--- config.mk ---
export PLATFORM = sky130hd
export DESIGN_NAME = reload_down_counter_timer
export DESIGN_NICKNAME = d
export VERILOG_FILES = /design/src/shared/reload_timer_pkg.sv /design/src/tick_source.sv /design/src/reload_down_counter_timer.sv
export SDC_FILE = /design/constraint.sdc
export NUM_CORES = 1
export LEC_CHECK = 0
export ABC_AREA = 1
export BUFFER_PORTS_ARGS = -buffer_cell sky130_fd_sc_hd__buf_2
export CAP_MARGIN = 20
export CORE_AREA = 2 2 67 69
export DETAILED_ROUTE_END_ITERATION = 7
export DIE_AREA = 0 0 69 71
export PLACE_DENSITY = 0.82
export SYNTH_ARGS = -nofsm -noshare
export SYNTH_HDL_FRONTEND = slang
export SYNTH_SLANG_ARGS = --single-unit
--- constraint.sdc ---
create_clock -name core_clk -period 1.87 [get_ports core_clk]
set_clock_uncertainty 0.2 [all_clocks]
set_input_delay 0.187 -clock core_clk [delete_from_list [all_inputs] [get_ports core_clk]]
set_output_delay 0.187 -clock core_clk [all_outputs]
set_load 0.03 [all_outputs]
--- src/shared/reload_timer_pkg.sv ---
package reload_timer_pkg;

  // ----------------------------------------------------------------
  // Counter geometry and reset values.
  // ----------------------------------------------------------------
  localparam int          COUNT_WIDTH   = 16;
  localparam logic [15:0] COUNT_RESET   = 16'h0000;
  localparam logic [15:0] COUNT_ZERO    = 16'h0000;
  localparam logic [15:0] RELOAD_RESET  = 16'h0000;

  // ----------------------------------------------------------------
  // Count clock choices: three internal divides and the event input.
  // ----------------------------------------------------------------
  localparam int          PRESCALE_WIDTH = 8;
  localparam logic [1:0]  CLKSEL_DIV_A   = 2'h0;
  localparam logic [1:0]  CLKSEL_DIV_B   = 2'h1;
  localparam logic [1:0]  CLKSEL_DIV_C   = 2'h2;
  localparam logic [1:0]  CLKSEL_EVENT   = 2'h3;

  // ----------------------------------------------------------------
  // Event edge selection.
  // ----------------------------------------------------------------
  localparam logic [1:0]  EDGE_NONE      = 2'h0;
  localparam logic [1:0]  EDGE_RISE      = 2'h1;
  localparam logic [1:0]  EDGE_FALL      = 2'h2;
  localparam logic [1:0]  EDGE_BOTH      = 2'h3;

  typedef enum logic [0:0] {
    MODE_ONE_SHOT,
    MODE_RELOAD
  } count_mode_t;

endpackage : reload_timer_pkg

--- src/tick_source.sv ---
module tick_source
#(
  parameter int DIV_A_LOG2 = 1,
  parameter int DIV_B_LOG2 = 3,
  parameter int DIV_C_LOG2 = 5
) (
  input  wire logic       core_clk,
  input  wire logic       reset_n,
  input  wire logic [1:0] clk_select,
  input  wire logic [1:0] edge_select,
  input  wire logic       event_in,
  output logic            tick
);

  import reload_timer_pkg::*;

  // ----------------------------------------------------------------
  // Free prescaler and pin synchroniser.
  // ----------------------------------------------------------------
  logic [PRESCALE_WIDTH-1:0] prescale;
  logic [PRESCALE_WIDTH-1:0] prescale_prev;
  logic                      event_meta;
  logic                      event_sync;
  logic                      event_prev;
  logic                      rise;
  logic                      fall;
  logic                      edge_hit;
  logic [2:0]                div_tick;

  always_ff @(posedge core_clk) begin
    if (!reset_n) begin
      prescale      <= '0;
      prescale_prev <= '0;
    end else begin
      prescale      <= prescale + PRESCALE_WIDTH'(1);
      prescale_prev <= prescale;
    end
  end

  // A divided tick is the falling of a prescaler bit, one cycle wide.
  genvar g;
  for (g = 0; g < 3; g++) begin : g_div
    localparam int BITPOS = (g == 0) ? DIV_A_LOG2 - 1 : (g == 1) ? DIV_B_LOG2 - 1 : DIV_C_LOG2 - 1;
    assign div_tick[g] = prescale_prev[BITPOS] & ~prescale[BITPOS];
  end

  // The first stage is read only by the second, so metastability stays contained.
  always_ff @(posedge core_clk) begin
    if (!reset_n) begin
      event_meta <= 1'b0;
      event_sync <= 1'b0;
      event_prev <= 1'b0;
    end else begin
      event_meta <= event_in;
      event_sync <= event_meta;
      event_prev <= event_sync;
    end
  end

  assign rise     = event_sync & ~event_prev;
  assign fall     = ~event_sync & event_prev;
  assign edge_hit = ((edge_select == EDGE_RISE) & rise) | ((edge_select == EDGE_FALL) & fall) |
                    ((edge_select == EDGE_BOTH) & (rise | fall));

  always_comb begin
    case (clk_select)
      CLKSEL_DIV_A: tick = div_tick[0];
      CLKSEL_DIV_B: tick = div_tick[1];
      CLKSEL_DIV_C: tick = div_tick[2];
      CLKSEL_EVENT: tick = edge_hit;
      default:      tick = 1'b0;
    endcase
  end

endmodule : tick_source

--- src/reload_down_counter_timer.sv ---
// Function
// - Internal mode counts selected prescaled clock ticks.
// - Event mode counts valid external input edges.
// - Underflow is the wrap from zero.
// - Period is reload value plus one.
// - Reload mode reloads and keeps counting.
// - One-shot mode stops at first underflow.
// - Underflow raises request usable by transfer service when irq_enable is set.
module reload_down_counter_timer
#(
  parameter int DIV_A_LOG2 = 1,
  parameter int DIV_B_LOG2 = 3,
  parameter int DIV_C_LOG2 = 5
) (
  input  wire logic                                     core_clk,
  input  wire logic                                     reset_n,
  input  wire logic                                     count_enable,
  input  wire logic                                     trigger,
  input  wire logic                                     reload_mode,
  input  wire logic [1:0]                               clk_select,
  input  wire logic [1:0]                               edge_select,
  input  wire logic [reload_timer_pkg::COUNT_WIDTH-1:0] reload_value,
  input  wire logic                                     irq_enable,
  input  wire logic                                     flag_clear,
  input  wire logic                                     event_in,
  output logic [reload_timer_pkg::COUNT_WIDTH-1:0]      count_value,
  output logic                                          running,
  output logic                                          underflow_flag,
  output logic                                          underflow_pulse,
  output logic                                          irq,
  output logic                                          transfer_service_controller_req
);

  import reload_timer_pkg::*;

  typedef enum logic [1:0] {
    ST_IDLE,
    ST_COUNT,
    ST_HALT
  } timer_state_t;

  // ----------------------------------------------------------------
  // Internal signals.
  // ----------------------------------------------------------------
  logic         tick;
  logic         enable_prev;
  logic         enable_rise;
  logic         trigger_start;
  logic         start;
  logic         at_zero;
  logic         step;
  logic         wrap;
  logic         wrap_reload;
  logic         wrap_stop;
  count_mode_t  mode;
  timer_state_t state;

  // ----------------------------------------------------------------
  // Count tick source.
  // ----------------------------------------------------------------
  tick_source #(
    .DIV_A_LOG2 (DIV_A_LOG2),
    .DIV_B_LOG2 (DIV_B_LOG2),
    .DIV_C_LOG2 (DIV_C_LOG2)
  ) u_tick_source (
    .core_clk    (core_clk),
    .reset_n     (reset_n),
    .clk_select  (clk_select),
    .edge_select (edge_select),
    .event_in    (event_in),
    .tick        (tick)
  );

  // ----------------------------------------------------------------
  // Enable history.
  // ----------------------------------------------------------------
  always_ff @(posedge core_clk) begin
    if (!reset_n) begin
      enable_prev <= 1'b0;
    end else begin
      enable_prev <= count_enable;
    end
  end

  // ----------------------------------------------------------------
  // Start decode.
  // ----------------------------------------------------------------
  // An enable that is already high when reset ends still counts as a start, since enable_prev resets low.
  assign mode          = reload_mode ? MODE_RELOAD : MODE_ONE_SHOT;
  assign enable_rise   = count_enable & ~enable_prev;
  assign trigger_start = count_enable & trigger;
  assign start         = enable_rise | trigger_start;

  // ----------------------------------------------------------------
  // Underflow decode.
  // ----------------------------------------------------------------
  assign at_zero       = (count_value == COUNT_ZERO);
  assign step          = running & tick;
  assign wrap          = step & at_zero;
  assign wrap_reload   = wrap & (mode == MODE_RELOAD);
  assign wrap_stop     = wrap & (mode == MODE_ONE_SHOT);

  // ----------------------------------------------------------------
  // Run state.
  // ----------------------------------------------------------------
  // The halt state keeps an expired one-shot apart from a disabled timer; only a new start or a dropped count_enable leaves it.
  always_ff @(posedge core_clk) begin
    if (!reset_n) begin
      state   <= ST_IDLE;
      running <= 1'b0;
    end else begin
      case (state)
        ST_IDLE: begin
          if (start) begin
            state   <= ST_COUNT;
            running <= 1'b1;
          end
        end
        ST_COUNT: begin
          if (!count_enable) begin
            state   <= ST_IDLE;
            running <= 1'b0;
          end else if (wrap_stop && !start) begin
            state   <= ST_HALT;
            running <= 1'b0;
          end
        end
        ST_HALT: begin
          if (!count_enable) begin
            state   <= ST_IDLE;
            running <= 1'b0;
          end else if (start) begin
            state   <= ST_COUNT;
            running <= 1'b1;
          end
        end
        default: begin
          state   <= ST_IDLE;
          running <= 1'b0;
        end
      endcase
    end
  end

  // ----------------------------------------------------------------
  // Counter.
  // ----------------------------------------------------------------
  // A start takes priority over a tick, so the first period is always whole.
  always_ff @(posedge core_clk) begin
    if (!reset_n) begin
      count_value <= COUNT_RESET;
    end else if (start) begin
      count_value <= reload_value;
    end else if (wrap_reload) begin
      count_value <= reload_value;
    end else if (step) begin
      count_value <= count_value - COUNT_WIDTH'(1);
    end
  end

  // ----------------------------------------------------------------
  // Underflow reporting.
  // ----------------------------------------------------------------
  // Set wins over clear so an underflow in the clearing cycle is kept.
  always_ff @(posedge core_clk) begin
    if (!reset_n) begin
      underflow_flag <= 1'b0;
    end else if (wrap) begin
      underflow_flag <= 1'b1;
    end else if (flag_clear) begin
      underflow_flag <= 1'b0;
    end
  end

  always_ff @(posedge core_clk) begin
    if (!reset_n) begin
      underflow_pulse <= 1'b0;
    end else begin
      underflow_pulse <= wrap;
    end
  end

  // ----------------------------------------------------------------
  // Interrupt and transfer request.
  // ----------------------------------------------------------------
  // The request follows the gated interrupt, so masking also holds back the transfer service.
  assign irq                             = underflow_flag & irq_enable;
  assign transfer_service_controller_req = irq;

endmodule : reload_down_counter_timer

## Word-level counts from Yosys, hierarchy flattened

Cells that the tools add are included.

| storage, ports and cells | value |
|---|---|
| flip-flop bits (word level) | 38 |
| input port bits | 28 |
| logic and storage cells | 72 |

| operators by class | value |
|---|---|
| add/sub/neg operators | 2 |
| eq/ne operators | 9 |
| mux-type cells | 17 |
| bitwise operators | 26 |
| reductions and logical operators | 7 |

Operators by type and width:

| kind | number |
|---|---|
| $mux W16 | 3 |
| $logic_not A16 Y1 | 1 |
| $sub A16 B1 Y16 const B | 1 |
| $and A1 B1 Y1 | 15 |
| $eq A2 B2 Y1 const B | 5 |
| $add A8 B1 Y8 const B | 1 |
| $mux W2 | 4 |
| $mux W1 | 7 |
| $not A1 Y1 | 7 |
| $eq A2 B1 Y1 const B | 3 |
| $pmux W2 S3 | 1 |
| $logic_not A2 Y1 | 2 |
| $or A1 B1 Y1 | 4 |
| $pmux W1 S4 | 1 |
| $ne A3 B3 Y1 const B | 1 |
| $pmux W1 S3 | 1 |
| $reduce_bool A3 Y1 | 1 |
| $reduce_bool A2 Y1 | 1 |
| $logic_and A1 B1 Y1 | 1 |
| $logic_not A1 Y1 | 1 |

## Logic depth before layout (Yosys ltp)

| depth | value |
|---|---|
| depth after elaboration | 13 |
| gate-level depth with buffers | 15 |

## By module

From an unflattened synthesis, not the netlist that was laid out.

| second synthesis, totals | value |
|---|---|
| cells, all modules | 309 |
| area total of the unflattened synthesis | 2048.2 µm² |

Modules (own cells, without submodules):

| module | instances | cells each | area each (µm²) | seq. area each (µm²) |
|---|---|---|---|---|
| reload_down_counter_timer | 1 | 250 | 1597.8 | 440.4 |
| tick_source | 1 | 59 | 450.4 | 220.2 |

## Least setup slack after synthesis

Ideal clock, no wire load.

| timing path | value |
|---|---|
| kind | flip-flop to flip-flop |
| start | register count_value[1] (netlist bit) |
| end | register count_value[15] (netlist bit) |
| setup time | 122 ps |
| arrival time | 1713 ps |
| slack | -165 ps |
| stages on the path, launching flop included | 13 |
| clock period less this slack | 2035 ps |
| cells stage by stage | dfxtp_1 > inv_1 > ha_1 > nand2_2 > nor2_2 > nand2_2 > nor2_4 > nand4_4 > nand2_4 > nand2_4 > buf_6 > o21ai_1 > a21oi_2 |

| between the ends | value |
|---|---|
| cells in the longest elaborated chain, start to end | 5 |

Ends and longest elaborated chain:

| item | RTL line | RTL |
|---|---|---|
| start: declaration | reload_down_counter_timer.sv:26 | `output logic [reload_timer_pkg::COUNT_WIDTH-1:0] count_value,` |
| start signal: assignment | reload_down_counter_timer.sv:153 | `count_value <= reload_value;` |
| start signal: assignment | reload_down_counter_timer.sv:155 | `count_value <= reload_value;` |
| start signal: assignment | reload_down_counter_timer.sv:157 | `count_value <= count_value - COUNT_WIDTH'(1);` |
| parallel branches: the longest is 5 deep, another holds $sub A16 B1 Y16 | - |  |

Parallel ways; which one is timed is not known. The select of a mux whose other input is x is not followed.
A chain may end at the register's enable or synchronous reset.

## Worst setup path after layout

| timing path | value |
|---|---|
| start | register u_tick_source.event_prev |
| end | register state[0] |

| between the ends | value |
|---|---|
| cells in the longest elaborated chain, start to end | 11 |

Ends and longest elaborated chain:

| item | RTL line | RTL |
|---|---|---|
| start: declaration | tick_source.sv:24 | `logic event_prev;` |
| start signal: assignment | tick_source.sv:56 | `event_prev <= event_sync;` |
| $not A1 Y1 | tick_source.sv:60 | `assign rise = event_sync & ~event_prev;` |
| $and A1 B1 Y1 | tick_source.sv:60 |  |
| $and A1 B1 Y1 or $or A1 B1 Y1 (tied branches) | tick_source.sv:62, tick_source.sv:63 |  |
| $or A1 B1 Y1 or $and A1 B1 Y1 (tied branches) | tick_source.sv:62, tick_source.sv:63 |  |
| $or A1 B1 Y1 (*) | tick_source.sv:62 | `assign edge_hit = ((edge_select == EDGE_RISE) & rise) \| ((edge_select == EDGE_FALL) & fall) \|` |
| $pmux W1 S4 (*) | tick_source.sv:66 | `case (clk_select)` |
| $and A1 B1 Y1 (*) | reload_down_counter_timer.sv:98 | `assign step = running & tick;` |
| $and A1 B1 Y1 (*) | reload_down_counter_timer.sv:99 | `assign wrap = step & at_zero;` |
| $and A1 B1 Y1 (*) | reload_down_counter_timer.sv:101 | `assign wrap_stop = wrap & (mode == MODE_ONE_SHOT);` |
| $logic_and A1 B1 Y1 (*) | reload_down_counter_timer.sv:123 | `end else if (wrap_stop && !start) begin` |
| $ne A3 B3 Y1 (no source line) (*) | - |  |
| end signal: assignment | reload_down_counter_timer.sv:121 | `state <= ST_IDLE;` |
| end signal: assignment | reload_down_counter_timer.sv:124 | `state <= ST_HALT;` |
| end signal: assignment | reload_down_counter_timer.sv:130 | `state <= ST_IDLE;` |
| end: declaration | reload_down_counter_timer.sv:56 | `timer_state_t state;` |

Mark *: on every way between the ends. The rest lies on a longest branch, timed or not.

==> out/metrics.cfg <==
[global_route]
grt_max_degree=26
grtUsageTotal_pct=21.8
grt_pass1_wl_um=8630
grt_pass1_vias=1981
grt-ovfl-total=0
grt_antenna_before_repair=0

[finish]
finalCoreUtilization_pct=70.9
drive_above_1_share_pct=46.4
fin_nets=395
syn_to_final_growth_pct=52.8
num_antenna_cells=0

[floorplan]
fp.coreArea_sq_um=4200
dieHeight_um=71
start_util_pct=46.4
die-area_sq_um=4900
dieWidth_um=69
row_count=24
pin_count=49

[drt]
highest_layer=met4
wl_met1_um=2230
met2_length_um=2760
wl_met3_um=297
vias=2117
drc=0
wire_per_inst_um=12.9
firstDrtPassIters=4
antenna_left=0
first_iter_violations=114
routed_wirelength_um=5390
vias_per_cell=5.09

[status]
status=finished, violations left
violations=setup timing

[pwr]
power_density_nw_per_um2=677
pwr-share-clk_pct=26.5
sw_frac_of_total_pct=35.7
ir_worst_vdd_mv=0.412
power.switching_mw=0.720
seqPwrFrac_pct=39.3
combPwrFrac_pct=34.2
leakage_nw=1.45
power.internal_mw=1.30

[clock_network]
cts_buffers=5
htreeDepth=2
path_clk_slew_ps=70
clockBufferDepth=2
insertion_delay_ps=300
clock_sinks=33
cts_tree=built
cts_root_buffer=clkbuf_8

[critical_path]
rr_endpoint=state[0]$_SDFFE_PN0P_
reg2reg_setup_slack_ps=-40
start_kind=flop
crit_type=flop to flop
crit_end=state[0]$_SDFFE_PN0P_
reg2reg_from=u_tick_source.event_prev$_SDFF_PN0_
rr_worst_depth=11
end_kind=flop
arrival_ps=1890
crit_required_ps=1850
startpoint=u_tick_source.event_prev$_SDFF_PN0_
cp_max_fo=3

[synth]
netlist.area_leader.share_pct=33.9
ys_seq_area_share_pct=33.9
syn_nets=297
syn_area_sq_um=1950
ys_ff_latch=33
yosys_warnings=0
syn_area_per_cell_sq_um=7.36
synth_area_leaders=dfxtp_1 34%, nand2_1 8.5%, inv_1 7.3%
ys_types=34
netlist_instances=265
synth.largest_area_cell=dfxtp_1

[sta]
setup_slack_ps=-44.1
rsz0062_at_grt=yes
fin_crit_sh_pct=102
maxSlewViolCount=0
relSlewSlack_pct=76.7
finalHoldViolCount=0
fmax_mhz=522
period_minus_slack_ps=1910
setup_viol_count_final=9
tightest_slew_ps=348

[place]
gp_congestion=0.843
dp.final_hpwl_um=3520
post-place-ws_ps=-94.0
io_buffers=48

[flow_run]
drv_cap=0

[worst_hold_path]
min_path_type=primary input to flop

[cell usage after synthesis]
library cell and number:
xnor2_1 3, dfxtp_1 33, o211ai_1 2, o21ai_1 6, xor2_1 7, nand3_2 10
nand3b_1 2, o21ai_0 21, nand2_1 44, a21oi_1 14, inv_1 38, buf_12 1
nor2_4 3, nand3_1 16, nor4_1 1, nand2_2 2, nor2_1 18, nor3_4 1
buf_2 2, nor3_1 5, o221ai_1 1, nor2_2 4, or2_2 1, o21bai_1 1
nand2_4 2, buf_6 1, buf_4 1, nand4_4 1, ha_1 4, a21oi_2 8
o211a_1 1, nand4_1 2, inv_2 5, clkbuf_1 4
[registers in the layout, indices dropped and copies added (netlist names)]
signal and flops:
count_value 16, enable_prev 1, running 1, state 2, u_tick_source.event_meta 1, u_tick_source.event_prev 1
u_tick_source.event_sync 1, u_tick_source.prescale 5, u_tick_source.prescale_prev 3, underflow_flag 1, underflow_pulse 1
[stage by stage]
step                power (mW)  hold WS (ps)  setup TNS [ps]  instances  area [sq um]
global placement          1.35           172            -187        382          2420
finish                    2.02          48.8            -189        416          2980
global route              2.12          51.7           -2030        416          2980
detailed placement        1.36           176           -1050        382          2420
floorplan                 1.18          84.6            -183        265          1990
CTS                       1.96          37.2           -4.46        410          2770
[layout make-up]
cell class,instances,area (sq um)
Tap cell,52,65.1
Multi-Input combinational cell,182,1280
Sequential cell,33,678
Inverter,43,174
Clock buffer,5,68.8
Clock inverter,3,16.3
Timing Repair Buffer,98,694
Fill cell,307,1220
[layer usage]
layer,up-vias,GRT usage (%)
met5,-,0
met4,0,9.80
met3,8,4.70
met2,70,37.9
met1,981,26.0
li1,1058,-
[cell families after synthesis]
family	share of synthesized area, %
flip-flops	33.9
XOR/XNOR	4.49
AO/OA/AOI/OAI	16.2
AND/OR/NAND/NOR	31.3
buffers and inverters	11.6
adder cells (fa/ha/maj)	2.57
[placed cells by master, fill, tap and decap left out, types with 2 or more instances in the layout]
cell type,count
xnor2_1,3
inv_2,5
nand2_2,6
buf_4,27
o211ai_1,2
inv_1,34
nor3_1,5
dfxtp_4,3
nand3b_1,2
o21ai_2,17
clkbuf_8,5
clkinv_2,2
nand2_4,3
nand4_1,2
nor2_2,2
dfxtp_2,5
nand2_1,39
o21ai_0,3
ha_4,3
nor2_4,5
inv_4,4
dfxtp_1,25
nand2_8,2
buf_2,48
a21oi_1,12
xor2_1,7
o21ai_1,7
nand3_4,5
buf_6,5
nand3_1,15
a21oi_2,10
dlygate4sd3_1,16
nand3_2,6
nor2_1,18
[how the worst min path moves through the flow]
stage	start	end	slack (ps)	cells past startpoint
global route	reset_n	u_tick_source.prescale[3]$_SDFF_PN0_	50	3
finish	reset_n	u_tick_source.prescale[3]$_SDFF_PN0_	50	3
floorplan	event_in	u_tick_source.event_meta$_SDFF_PN0_	80	2
detailed placement	event_in	u_tick_source.event_meta$_SDFF_PN0_	180	3
CTS	reset_n	u_tick_source.prescale[0]$_SDFF_PN0_	40	3
global placement	event_in	u_tick_source.event_meta$_SDFF_PN0_	170	3
[power by group through the flow]
stage	Combinational (mW)	Sequential, mW	Clock [mW]
after floorplan	0.298	0.879	0
final	0.690	0.793	0.534
after CTS	0.618	0.792	0.550
after global routing	0.748	0.800	0.574
after detailed placement	0.554	0.806	0
after global placement	0.541	0.804	0
[critical path, stage by stage (launching register included)]
cell and delay [ps]:
dfxtp_2 360, inv_2 50, ha_4 200, nand2_2 50
nand3_2 50, nand2_1 50, nand2_1 60, nand2_2 100
nand4_4 180, buf_6 170, o211ai_1 210, a21oi_1 100
[timing repair]
item / 4_1_cts / 5_1_grt
gates cloned: 0 / 2
pin swaps: 10 / 22
hold endpoints to repair: 16 / 0
setup buffers: 4 / 4
hold buffers: 16 / 0
gates resized for setup: 20 / 48
setup endpoints to repair: 18 / 20
Power figures use the tool's default switching activity.
